### config.mk
export PLATFORM = sky130hd
export DESIGN_NAME = xmw_multi_io_write
export DESIGN_NICKNAME = d
export VERILOG_FILES = /design/src/xmw_pkg.sv /design/src/xmw_multi_io_write.sv
export SDC_FILE = /design/constraint.sdc
export NUM_CORES = 1
export LEC_CHECK = 0
export BUFFER_PORTS_ARGS = -buffer_cell sky130_fd_sc_hd__buf_2
export CORE_ASPECT_RATIO = 1.4
export CORE_MARGIN = 5
export CORE_UTILIZATION = 65
export CTS_BUF_LIST = sky130_fd_sc_hd__clkbuf_4
export CTS_CLUSTER_SIZE = 28
export DETAILED_ROUTE_END_ITERATION = 10
export PLACE_DENSITY_LB_ADDON = 0.05
export SLEW_MARGIN = 20
export SYNTH_ARGS = -nofsm -noshare
export SYNTH_HDL_FRONTEND = slang
export SYNTH_SLANG_ARGS = --single-unit
### constraint.sdc
create_clock -name i_clock -period 9.43 [get_ports i_clock]
set_input_delay 0.943 -clock i_clock [delete_from_list [all_inputs] [get_ports i_clock]]
set_output_delay 0.943 -clock i_clock [all_outputs]
set_load 0.02 [all_outputs]
### src/xmw_pkg.sv
// Package of constants, opcodes and phase encodings for the multi-line write command front end.
package xmw_pkg;

    // Recognised write opcodes.
    localparam logic [7:0] OPC_DOUBLE_EDGE_WRITE             = 8'hdd;
    localparam logic [7:0] OPC_TWO_LINE_DATA_WRITE           = 8'ha2;
    localparam logic [7:0] OPC_TWO_LINE_ADDR_DATA_WRITE      = 8'ha1;
    localparam logic [7:0] OPC_FOUR_LINE_DATA_WRITE          = 8'h32;
    localparam logic [7:0] OPC_FOUR_LINE_ADDR_DATA_WRITE     = 8'hd2;
    localparam logic [7:0] OPC_DOUBLE_EDGE_FOUR_LINE_WRITE   = 8'hd1;

    // Mode byte patterns for entering the opcode-free continuous mode.
    localparam logic [7:0] MODE_EXACT_ENTRY   = 8'ha5;
    localparam logic [3:0] MODE_NIBBLE_ENTRY  = 4'ha;

    // Bit counts of each field.
    localparam logic [5:0] OPCODE_BITS  = 6'h08;
    localparam logic [5:0] ADDRESS_BITS = 6'h18;
    localparam logic [5:0] MODE_BITS    = 6'h08;
    localparam logic [5:0] DATA_BITS    = 6'h08;

    // Top of the 20-bit byte address space, and bit index of the write enable latch.
    localparam logic [19:0] ADDR_TOP      = 20'hfffff;
    localparam logic [19:0] ADDR_RESET    = 20'h00000;
    localparam int          WEL_BIT_INDEX = 1;

    // Synchroniser and buffer reset values.
    localparam logic [7:0] OPCODE_RESET = 8'h00;
    localparam logic [1:0] SYNC_RESET   = 2'h0;

    // Command phases.
    typedef enum logic [2:0] {
        PH_IDLE    = 3'b000,
        PH_OPCODE  = 3'b001,
        PH_ADDRESS = 3'b010,
        PH_MODE    = 3'b011,
        PH_DATA    = 3'b100,
        PH_IGNORE  = 3'b101
    } xmw_phase_e;

endpackage

### src/xmw_multi_io_write.sv
// Command front end decoding multi-line serial write commands and their continuous mode.
`timescale 1ns/1ps
//
// Functional notes
// - DDR fast write mode byte A5 enters continuous mode.
// - Continuous DDR fast write skips opcode, starts with address.
// - Writes execute only while write enable latch set.
// - Write enable latch stays set after completion.
// - Two-line data write: opcode, address, mode single line.
// - Two-line data write data: two bits, bit7 line1.
// - SDR multi-line mode upper nibble A enters continuous.
// - Continuous mode selection starts directly with address.
// - Non-matching mode byte leaves continuous mode.
// - Two-line address write: address, mode, data two lines.
// - Four-line data write: data four lines, bits 7-4.
// - Four-line address write: all after opcode four lines.
// - DDR four-line write: both edges, mode A5.
// - DDR four-line write other mode byte exits continuous.
// - DDR transfers sample on rising and falling edges.
// - Byte address increments, wraps 0x0FFFFF to zero.
// - Write enable latch is status register one bit 1.
//
module xmw_multi_io_write
    import xmw_pkg::*;
(
    input  wire logic        i_clock,
    input  wire logic        i_resetn,
    input  wire logic        i_clk_en,
    input  wire logic        i_cs_n,
    input  wire logic        i_sck,
    input  wire logic [3:0]  i_io,
    input  wire logic [7:0]  i_status_register_one,
    input  wire logic        i_wr_ready,
    output logic             o_wr_valid,
    output logic [19:0]      o_wr_addr,
    output logic [7:0]       o_wr_data,
    output logic             o_continuous_mode,
    output logic [7:0]       o_continuous_opcode,
    output logic             o_rejected,
    output logic             o_overrun
);

    ////////////////////////////////////////////////////////////////////////////
    // Helper functions.

    // Lines in use for a given command and phase; the opcode is always one line.
    function automatic logic [2:0] lane_count(input logic [7:0] cmd, input xmw_phase_e ph);
        logic [2:0] n;
        n = 3'h1;
        if (ph != PH_OPCODE) begin
            case (cmd)
                OPC_TWO_LINE_DATA_WRITE:      n = (ph == PH_DATA) ? 3'h2 : 3'h1;
                OPC_TWO_LINE_ADDR_DATA_WRITE: n = 3'h2;
                OPC_FOUR_LINE_DATA_WRITE:     n = (ph == PH_DATA) ? 3'h4 : 3'h1;
                OPC_FOUR_LINE_ADDR_DATA_WRITE,
                OPC_DOUBLE_EDGE_FOUR_LINE_WRITE,
                OPC_DOUBLE_EDGE_WRITE:        n = 3'h4;
                default:                      n = 3'h1;
            endcase
        end
        return n;
    endfunction

    // True for the commands that move address and data on both clock edges.
    function automatic logic is_double_edge(input logic [7:0] cmd);
        return (cmd == OPC_DOUBLE_EDGE_WRITE) || (cmd == OPC_DOUBLE_EDGE_FOUR_LINE_WRITE);
    endfunction

    // True for any opcode handled by this block.
    function automatic logic is_known(input logic [7:0] cmd);
        return is_double_edge(cmd) || (cmd == OPC_TWO_LINE_DATA_WRITE) ||
               (cmd == OPC_TWO_LINE_ADDR_DATA_WRITE) || (cmd == OPC_FOUR_LINE_DATA_WRITE) ||
               (cmd == OPC_FOUR_LINE_ADDR_DATA_WRITE);
    endfunction

    ////////////////////////////////////////////////////////////////////////////
    // Pin synchronisers; only the second stage is read by any logic.

    logic [1:0] cs_sync_q;
    logic [1:0] sck_sync_q;
    logic [3:0] io_meta_q;
    logic [3:0] io_sync_q;
    logic       sck_prev_q;
    logic       cs_prev_q;

    always_ff @(posedge i_clock) begin
        if (!i_resetn) begin
            cs_sync_q  <= 2'h3;
            sck_sync_q <= SYNC_RESET;
            io_meta_q  <= 4'h0;
            io_sync_q  <= 4'h0;
            sck_prev_q <= 1'b0;
            cs_prev_q  <= 1'b1;
        end else if (i_clk_en) begin
            cs_sync_q  <= {cs_sync_q[0], i_cs_n};
            sck_sync_q <= {sck_sync_q[0], i_sck};
            io_meta_q  <= i_io;
            io_sync_q  <= io_meta_q;
            sck_prev_q <= sck_sync_q[1];
            cs_prev_q  <= cs_sync_q[1];
        end
    end

    ////////////////////////////////////////////////////////////////////////////
    // Edge events on the synchronised pins.

    logic cs_low;
    logic cs_fall;
    logic sck_rise;
    logic sck_fall;

    assign cs_low   = !cs_sync_q[1];
    assign cs_fall  = cs_prev_q && !cs_sync_q[1];
    assign sck_rise = cs_low && !sck_prev_q && sck_sync_q[1];
    assign sck_fall = cs_low && sck_prev_q && !sck_sync_q[1];

    ////////////////////////////////////////////////////////////////////////////
    // Command state.

    xmw_phase_e  phase_q;
    logic [7:0]  cmd_q;
    logic [23:0] shift_q;
    logic [5:0]  count_q;
    logic [19:0] addr_q;
    logic        xip_q;
    logic [7:0]  xip_cmd_q;
    logic        fall_ok_q;

    // Combinational sample step: lanes, sampling edge and the shifted value.
    logic [2:0]  lanes;
    logic        sample;
    logic [23:0] shift_d;
    logic [5:0]  count_d;
    logic [5:0]  field_bits;
    logic        field_done;
    logic        mode_match;
    logic        push;

    always_comb begin
        lanes = lane_count(cmd_q, phase_q);
        // The opcode is always taken on the rising edge; double-edge commands also take
        // the falling edge afterwards. Only clock mode 0 is assumed for them.
        sample = sck_rise ||
                 (sck_fall && fall_ok_q && is_double_edge(cmd_q) && (phase_q != PH_OPCODE));
        // The highest line in use (line 3, 1 or 0) carries the most significant bit of each group.
        case (lanes)
            3'h2:    shift_d = {shift_q[21:0], io_sync_q[1:0]};
            3'h4:    shift_d = {shift_q[19:0], io_sync_q[3:0]};
            default: shift_d = {shift_q[22:0], io_sync_q[0]};
        endcase
        count_d = count_q + {3'h0, lanes};
        case (phase_q)
            PH_OPCODE:  field_bits = OPCODE_BITS;
            PH_ADDRESS: field_bits = ADDRESS_BITS;
            PH_MODE:    field_bits = MODE_BITS;
            default:    field_bits = DATA_BITS;
        endcase
        field_done = sample && (count_d == field_bits);
        if (is_double_edge(cmd_q)) begin
            mode_match = (shift_d[7:0] == MODE_EXACT_ENTRY);
        end else begin
            mode_match = (shift_d[7:4] == MODE_NIBBLE_ENTRY);
        end
        push = field_done && (phase_q == PH_DATA);
    end

    // Double-edge sampling starts at the first rising edge after the opcode. The falling edge
    // that closes the last opcode bit only launches the first address group, so it is skipped.
    always_ff @(posedge i_clock) begin
        if (!i_resetn) begin
            fall_ok_q <= 1'b0;
        end else if (i_clk_en) begin
            if (!cs_low || cs_fall) begin
                fall_ok_q <= 1'b0;
            end else if (sck_rise && (phase_q != PH_OPCODE) && (phase_q != PH_IDLE)) begin
                fall_ok_q <= 1'b1;
            end
        end
    end

    // Phase sequencer; a selection ends wherever chip select rises.
    always_ff @(posedge i_clock) begin
        if (!i_resetn) begin
            phase_q <= PH_IDLE;
            cmd_q   <= OPCODE_RESET;
            shift_q <= 24'h000000;
            count_q <= 6'h00;
        end else if (i_clk_en) begin
            if (!cs_low) begin
                phase_q <= PH_IDLE;
                count_q <= 6'h00;
            end else if (cs_fall) begin
                count_q <= 6'h00;
                if (xip_q) begin
                    // Continuous mode: the first bits are the address.
                    cmd_q   <= xip_cmd_q;
                    phase_q <= i_status_register_one[WEL_BIT_INDEX] ? PH_ADDRESS : PH_IGNORE;
                end else begin
                    phase_q <= PH_OPCODE;
                    cmd_q   <= OPCODE_RESET;
                end
            end else if (sample && (phase_q != PH_IDLE) && (phase_q != PH_IGNORE)) begin
                shift_q <= shift_d;
                count_q <= field_done ? 6'h00 : count_d;
                if (field_done) begin
                    case (phase_q)
                        PH_OPCODE: begin
                            cmd_q <= shift_d[7:0];
                            // Unknown opcodes and writes without the latch are ignored to the end.
                            if (is_known(shift_d[7:0]) && i_status_register_one[WEL_BIT_INDEX]) begin
                                phase_q <= PH_ADDRESS;
                            end else begin
                                phase_q <= PH_IGNORE;
                            end
                        end
                        PH_ADDRESS: phase_q <= PH_MODE;
                        PH_MODE:    phase_q <= PH_DATA;
                        default:    phase_q <= phase_q;
                    endcase
                end
            end
        end
    end

    // Byte address: loaded from the address field, stepped after each data byte.
    always_ff @(posedge i_clock) begin
        if (!i_resetn) begin
            addr_q <= ADDR_RESET;
        end else if (i_clk_en) begin
            if (field_done && (phase_q == PH_ADDRESS) && cs_low && !cs_fall) begin
                addr_q <= shift_d[19:0];
            end else if (push && cs_low && !cs_fall) begin
                addr_q <= (addr_q == ADDR_TOP) ? ADDR_RESET : addr_q + 20'h00001;
            end
        end
    end

    // Continuous mode is decided by each mode byte and cleared by reset.
    always_ff @(posedge i_clock) begin
        if (!i_resetn) begin
            xip_q     <= 1'b0;
            xip_cmd_q <= OPCODE_RESET;
        end else if (i_clk_en) begin
            if (field_done && (phase_q == PH_MODE) && cs_low && !cs_fall) begin
                xip_q     <= mode_match;
                xip_cmd_q <= cmd_q;
            end
        end
    end

    // Rejection flag for the current selection; on the next chip select fall it is set if continuous mode meets a clear latch, else cleared.
    always_ff @(posedge i_clock) begin
        if (!i_resetn) begin
            o_rejected <= 1'b0;
        end else if (i_clk_en) begin
            if (cs_fall) begin
                o_rejected <= xip_q && !i_status_register_one[WEL_BIT_INDEX];
            end else if (cs_low && field_done && (phase_q == PH_OPCODE)) begin
                o_rejected <= !(is_known(shift_d[7:0]) && i_status_register_one[WEL_BIT_INDEX]);
            end
        end
    end

    ////////////////////////////////////////////////////////////////////////////
    // Two-entry output buffer; head entry drives the outputs directly.
    // The serial host cannot be stalled, so a byte that meets a full buffer is
    // dropped and flagged rather than silently overwriting a held word.
    // The write enable latch is never cleared here, so bursts can follow.

    logic        tail_valid_q;
    logic [19:0] tail_addr_q;
    logic [7:0]  tail_data_q;
    logic        pop;
    logic        accept;

    assign pop    = o_wr_valid && i_wr_ready;
    assign accept = push && cs_low && !cs_fall && !tail_valid_q;

    always_ff @(posedge i_clock) begin
        if (!i_resetn) begin
            o_wr_valid   <= 1'b0;
            o_wr_addr    <= ADDR_RESET;
            o_wr_data    <= 8'h00;
            tail_valid_q <= 1'b0;
            tail_addr_q  <= ADDR_RESET;
            tail_data_q  <= 8'h00;
        end else if (i_clk_en) begin
            if (!o_wr_valid || pop) begin
                if (tail_valid_q) begin
                    o_wr_valid   <= 1'b1;
                    o_wr_addr    <= tail_addr_q;
                    o_wr_data    <= tail_data_q;
                    tail_valid_q <= accept;
                    tail_addr_q  <= addr_q;
                    tail_data_q  <= shift_d[7:0];
                end else begin
                    o_wr_valid <= accept;
                    o_wr_addr  <= addr_q;
                    o_wr_data  <= shift_d[7:0];
                end
            end else if (accept) begin
                tail_valid_q <= 1'b1;
                tail_addr_q  <= addr_q;
                tail_data_q  <= shift_d[7:0];
            end
        end
    end

    // Sticky overrun for the current selection, and continuous-mode status.
    always_ff @(posedge i_clock) begin
        if (!i_resetn) begin
            o_overrun           <= 1'b0;
            o_continuous_mode   <= 1'b0;
            o_continuous_opcode <= OPCODE_RESET;
        end else if (i_clk_en) begin
            if (push && cs_low && !cs_fall && tail_valid_q) begin
                o_overrun <= 1'b1;
            end else if (cs_fall) begin
                o_overrun <= 1'b0;
            end
            o_continuous_mode   <= xip_q;
            o_continuous_opcode <= xip_cmd_q;
        end
    end

endmodule // xmw_multi_io_write

**After elaboration in Yosys (flattened, before gate mapping)**

Cells that the tools add are included.

- Register bits: 149
- Bits in latches: 0
- Memory bits (writable): 0
- Bits in read-only memories: 0
- Output and inout bits: 40
- Word-level logic and storage cells: 169
- Memories: 0

- $add $sub $neg: 2
- Multiply operators: 0
- Div/mod/pow operators: 0
- Order comparisons: 0
- Equality and inequality tests: 25
- Shifts and indexed selects: 0
- Multiplexer cells: 45
- Bitwise logic cells: 2
- Reduce and logical (&&, ||, !) cells: 71

Operators by type and width:

| cell | count |
|---|---|
| $mux W20 | 7 |
| $eq A8 B8 Y1 const B | 11 |
| $mux W8 | 9 |
| $pmux W20 S2 | 1 |
| $logic_and A1 B1 Y1 | 29 |
| $mux W3 | 9 |
| $mux W6 | 4 |
| $add A20 B1 Y20 const B | 1 |
| $eq A20 B20 Y1 const B | 1 |
| $eq A8 B6 Y1 const B | 2 |
| $reduce_and A2 Y1 | 8 |
| $reduce_bool A2 Y1 | 8 |
| $pmux W3 S4 | 1 |
| $mux W1 | 11 |
| $eq A3 B2 Y1 const B | 3 |
| $logic_or A1 B1 Y1 | 9 |
| $pmux W3 S3 | 1 |
| $reduce_bool A3 Y1 | 3 |
| $logic_not A1 Y1 | 8 |
| $reduce_and A4 Y1 | 2 |
| $add A6 B3 Y6 | 1 |
| $eq A3 B3 Y1 const B | 2 |
| $eq A6 B6 Y1 | 1 |
| $mux W5 | 1 |
| other kinds (11) | 12 |

**Depth between registers and ports, before layout**

- Depth after elaboration: 19
- Depth in mapped cells: 18

**Least setup slack after synthesis**

Ideal clock, no wire load.

- Path kind: register to register
- Start point: register cmd_q[7]
- End point: register addr_q[12]
- Setup time: 0.095 ns
- Arrival time: 3.944 ns
- Required time: 9.335 ns
- Slack: 5.390 ns
- Cell stages (with the launch flop): 16
- Buffers on the path: 5
- Clock period less this slack: 4.040 ns
- Cells stage by stage: dfxtp_1 buf_2 and3b_1 o211a_1 o31ai_2 buf_2 buf_1 ha_1 fa_1 nor4_1 and3_1 and4_1 buf_2 buf_2 o21ai_0 a221oi_1

- Word-level cells in the longest chain between the ends: 12

RTL lines:

| item | line | source |
|---|---|---|
| start: declaration | xmw_multi_io_write.sv:121 | `logic [7:0] cmd_q;` |
| start signal: assignment | xmw_multi_io_write.sv:196 | `cmd_q <= xip_cmd_q;` |
| start signal: assignment | xmw_multi_io_write.sv:208 | `cmd_q <= shift_d[7:0];` |
| $eq A8 B8 Y1, on equally long branches | xmw_multi_io_write.sv:51, xmw_multi_io_write.sv:66 |  |
| $reduce_or A3 Y1 | xmw_multi_io_write.sv:51 | `case (cmd)` |
| $pmux W3 S4 | xmw_multi_io_write.sv:51 |  |
| $mux W3 | xmw_multi_io_write.sv:50 | `if (ph != PH_OPCODE) begin` |
| $add A6 B3 Y6 | xmw_multi_io_write.sv:151 | `count_d = count_q + {3'h0, lanes};` |
| $eq A6 B6 Y1 | xmw_multi_io_write.sv:158 | `field_done = sample && (count_d == field_bits);` |
| $logic_and A1 B1 Y1 | xmw_multi_io_write.sv:158 |  |
| $logic_and A1 B1 Y1, on equally long branches | xmw_multi_io_write.sv:230, xmw_multi_io_write.sv:164 |  |
| $logic_and A1 B1 Y1, on equally long branches (2 in series) | xmw_multi_io_write.sv:230, xmw_multi_io_write.sv:232 |  |
| $reduce_bool A2 Y1 (no source line) | -- |  |
| $reduce_and A2 Y1 (no source line) | -- |  |
| end signal: assignment | xmw_multi_io_write.sv:231 | `addr_q <= shift_d[19:0];` |
| end signal: assignment | xmw_multi_io_write.sv:233 | `addr_q <= (addr_q == ADDR_TOP) ? ADDR_RESET : addr_q + 20'h00001;` |
| end: declaration | xmw_multi_io_write.sv:124 | `logic [19:0] addr_q;` |

Parallel ways exist; a longest one is shown, timed or not.
A chain may end at the register's enable or synchronous reset.

**Final worst setup path**

Ends and elaborated chain as after synthesis.

==> qor.txt <==
status: finished clean
Synthesized Nets: 884
Synth cell types: 73
non-filler cells, final: 1027
Detailed Route Iter0 Violations: 655
post-synth top area share: 0.408
Final Util: 0.722
Slew headroom: 0.290
TritonCTS clock tree: yes
largest net degree at the start of global routing: 96
Via density: 6.62
most frequent cell after synthesis: dfxtp_1
GRT overflow: 0
Bufs on Longest Clock Path: 2
maxcap violations: 0
Die Wd: 99.7 µm
sequential area share after synthesis: 0.408
fin crit period: 5.52 ns
CTS Sinks: 149
worst skew pair latency: 0.57 ns
crit path DAT: 5.98 ns
setup TNS: 0 ns
dominant cell type by area after synthesis: dfxtp_1
maximum vdd drop: 0.0000927 V
Post-synth top cells: dfxtp_1 (149), nor2_1 (140), a21oi_1 (62)
syn_area_per_cell: 8.50 µm²
period utilization: 0.586
ys async rst share: 0
pwr dens: 143 mW/mm²
cts hold-fix bufs: 0
Critical-path top delay cell: nand4_1
worst min path class: flip-flop to flip-flop
Setup CP Type: flip-flop to flip-flop
Num CTS Buffers: 17
Critical Path Max Stage Delay: 0.75 ns
detailed-router iteration count before antenna repair: 9
Clock Pin Slew Worst Setup and Hold Paths: 0.15 ns
Worst Setup End Kind: flip-flop
Startpoint Class: flip-flop
ys flop type: dfxtp_1
die area: 0.0135 mm²
DIE HEIGHT: 136 µm
Core Rows: 45
measured slew at the worst slew-check pin: 1.07 ns
CP max FO: 22
CP required: 9.89 ns
finished layout cell area: 0.00789 mm²
Buf/Inv on CP: 1
crit path from: cmd_q[7]
count of final max-slew check failures: 0
final setup fails: 0
Core ar.: 0.0109 mm²
Routed Antenna Nets: 0
first-pass GRT wire length: 31700 µm
H-tree levels: 4
CP top delay family: simple AND/OR/NAND/NOR gates
Post-Place Cells: 994
routed vias: 6802
filler cell count: 892
RePlAce Congestion: 0.893
synth warn: 0
Antenna Cells: 0
# IOs: 58
post-synthesis register bit count: 149
CTS resizes: 0
WL final: 19400 µm
Nets: 896
gr usage total: 0.290
initial antenna violation count: 0
Syn Inst Count: 861
crit path cell chain: nand4b_1, or3_2, o22ai_2, ha_1, xor2_1, nor4_1, and3_1, nand4_1, a21oi_1, buf_4, o21ai_0, a221oi_1
vias in the first global route: 6484
mapped cell area: 0.00731 mm²
Residual DRC: 0
startpoint of the worst hold path: tail_data_q[0]
Fin. Hold Viols: 0
top cells by area, synth: dfxtp_1 (41%), nor2_1 (7.2%), mux2i_1 (7.1%), a211oi_1 (5.7%), a21oi_1 (4.2%)
Post-CTS Setup Repair Bufs: 0
Worst Skew: 0.0279 ns
Leak: 2.84 nW
Area growth syn-to-layout: 7.87%
Post-synth EDFFs: 0
dpl hpwl: 13600 µm
Avg WL per Cell: 18.9 µm
IO buf count: 50
CTS Root Cell: clkbuf_4
starting density of the core: 0.670
RSZ-0062 raised after global routing: false
placed cell areas: 0.00757 mm²
FMAX: 181 MHz
R2R Path Start: cmd_q[7]
ratio of cells with drive above 1 in the final layout: 0.141
[cells in the final DEF (no fill, tap or decap), types with 5 or more instances in the layout]
cell | Yosys | routed
a211oi_1 | 56 | 56
a21oi_1 | 62 | 62
a221oi_1 | 11 | 11
a222oi_1 | 15 | 15
a22oi_1 | 6 | 6
a31oi_1 | 14 | 14
and3_1 | 12 | 12
buf_2 | 11 | 50
buf_4 | 0 | 15
clkbuf_4 | 0 | 18
dfxtp_1 | 149 | 149
inv_1 | 8 | 8
mux2i_1 | 52 | 52
nand2_1 | 26 | 26
nand2b_1 | 5 | 5
nand3_1 | 35 | 35
nand4_1 | 9 | 9
nor2_1 | 140 | 140
nor2b_1 | 7 | 6
nor3_1 | 19 | 19
nor4_1 | 6 | 5
nor4b_1 | 8 | 8
o21ai_0 | 47 | 47
o21bai_1 | 5 | 5
or2_2 | 6 | 6
xor2_1 | 5 | 5
[through the flow]
stage               worst slack, ns  total power (W)  hold WS [ns]
detailed placement             3.69         0.000720         0.457
finish                         3.91          0.00113         0.449
global route                   3.53          0.00117         0.496
CTS                            3.61          0.00113         0.462
floorplan                      5.39         0.000702         0.423
global placement               3.89         0.000718         0.448
[kinds of logic (layout without fill, tap and decap cells)]
family	after synthesis	count (layout)	share of synthesized area
and+or+nand+nor	300	300	0.205
AOI/OAI and AO/OA	266	266	0.253
DFF	149	149	0.408
buffers and inverters	81	106	0.0434
muxes	52	52	0.0712
xor gates and xnor gates	8	8	0.00958
adders and majority gates	5	5	0.00958
[final timing paths]
path / end / slack, ns / cells after the start
max: addr_q[12] / 3.91 / 12
min reg2reg: o_wr_data[0] / 0.45 / 2
max reg2reg: addr_q[12] / 3.91 / 12
min: o_wr_data[0] / 0.45 / 2
[state kept, by name, indices dropped and copies added (netlist names), 2 cells and up]
| register | count |
|---|---|
| addr_q | 20 |
| count_q | 6 |
| tail_addr_q | 20 |
| io_sync_q | 4 |
| xip_cmd_q | 8 |
| o_wr_data | 8 |
| io_meta_q | 4 |
| sck_sync_q | 2 |
| o_wr_addr | 20 |
| cmd_q | 8 |
| tail_data_q | 8 |
| phase_q | 3 |
| o_continuous_opcode | 8 |
| shift_q | 19 |
| cs_sync_q | 2 |
[worst register-to-register path, delay by kind of cell (launching register included)]
family                     cells  cell delay, ns
and+or+nand+nor                5            2.24
AOI/OAI and AO/OA              4            1.80
DFF                            1            0.53
adders and majority gates      1            0.43
buffers and inverters          1            0.26
xor gates and xnor gates       1            0.17
[report_power, final]
group	switching [W]	internal [W]
registers	0.00000730	0.000638
logic	0.0000427	0.0000179
clock network	0.000252	0.000169
[routing by layer]
layer / share of wire / global-route usage / wire [µm] / vias up
met2: 0.53 / 0.527 / 10400 / 248
met4: 0.031 / 0.133 / 602 / 0
met5: 0 / 0 / 0 / -
li1: - / - / - / 3255
met3: 0.054 / 0.0536 / 1050 / 50
met1: 0.38 / 0.324 / 7380 / 3249
[final cells by class]
type | instances | area, µm² | area share
tap | 141 | 176 | 0.0224
timing repair buffer | 65 | 363 | 0.0460
inverter | 9 | 36.3 | 0.00460
clock buffer | 18 | 135 | 0.0171
clock inverter | 14 | 166 | 0.0211
sequential | 149 | 2980 | 0.378
multi-input combinational | 631 | 4030 | 0.511
Note: power is estimated with default switching activity, not from simulation.
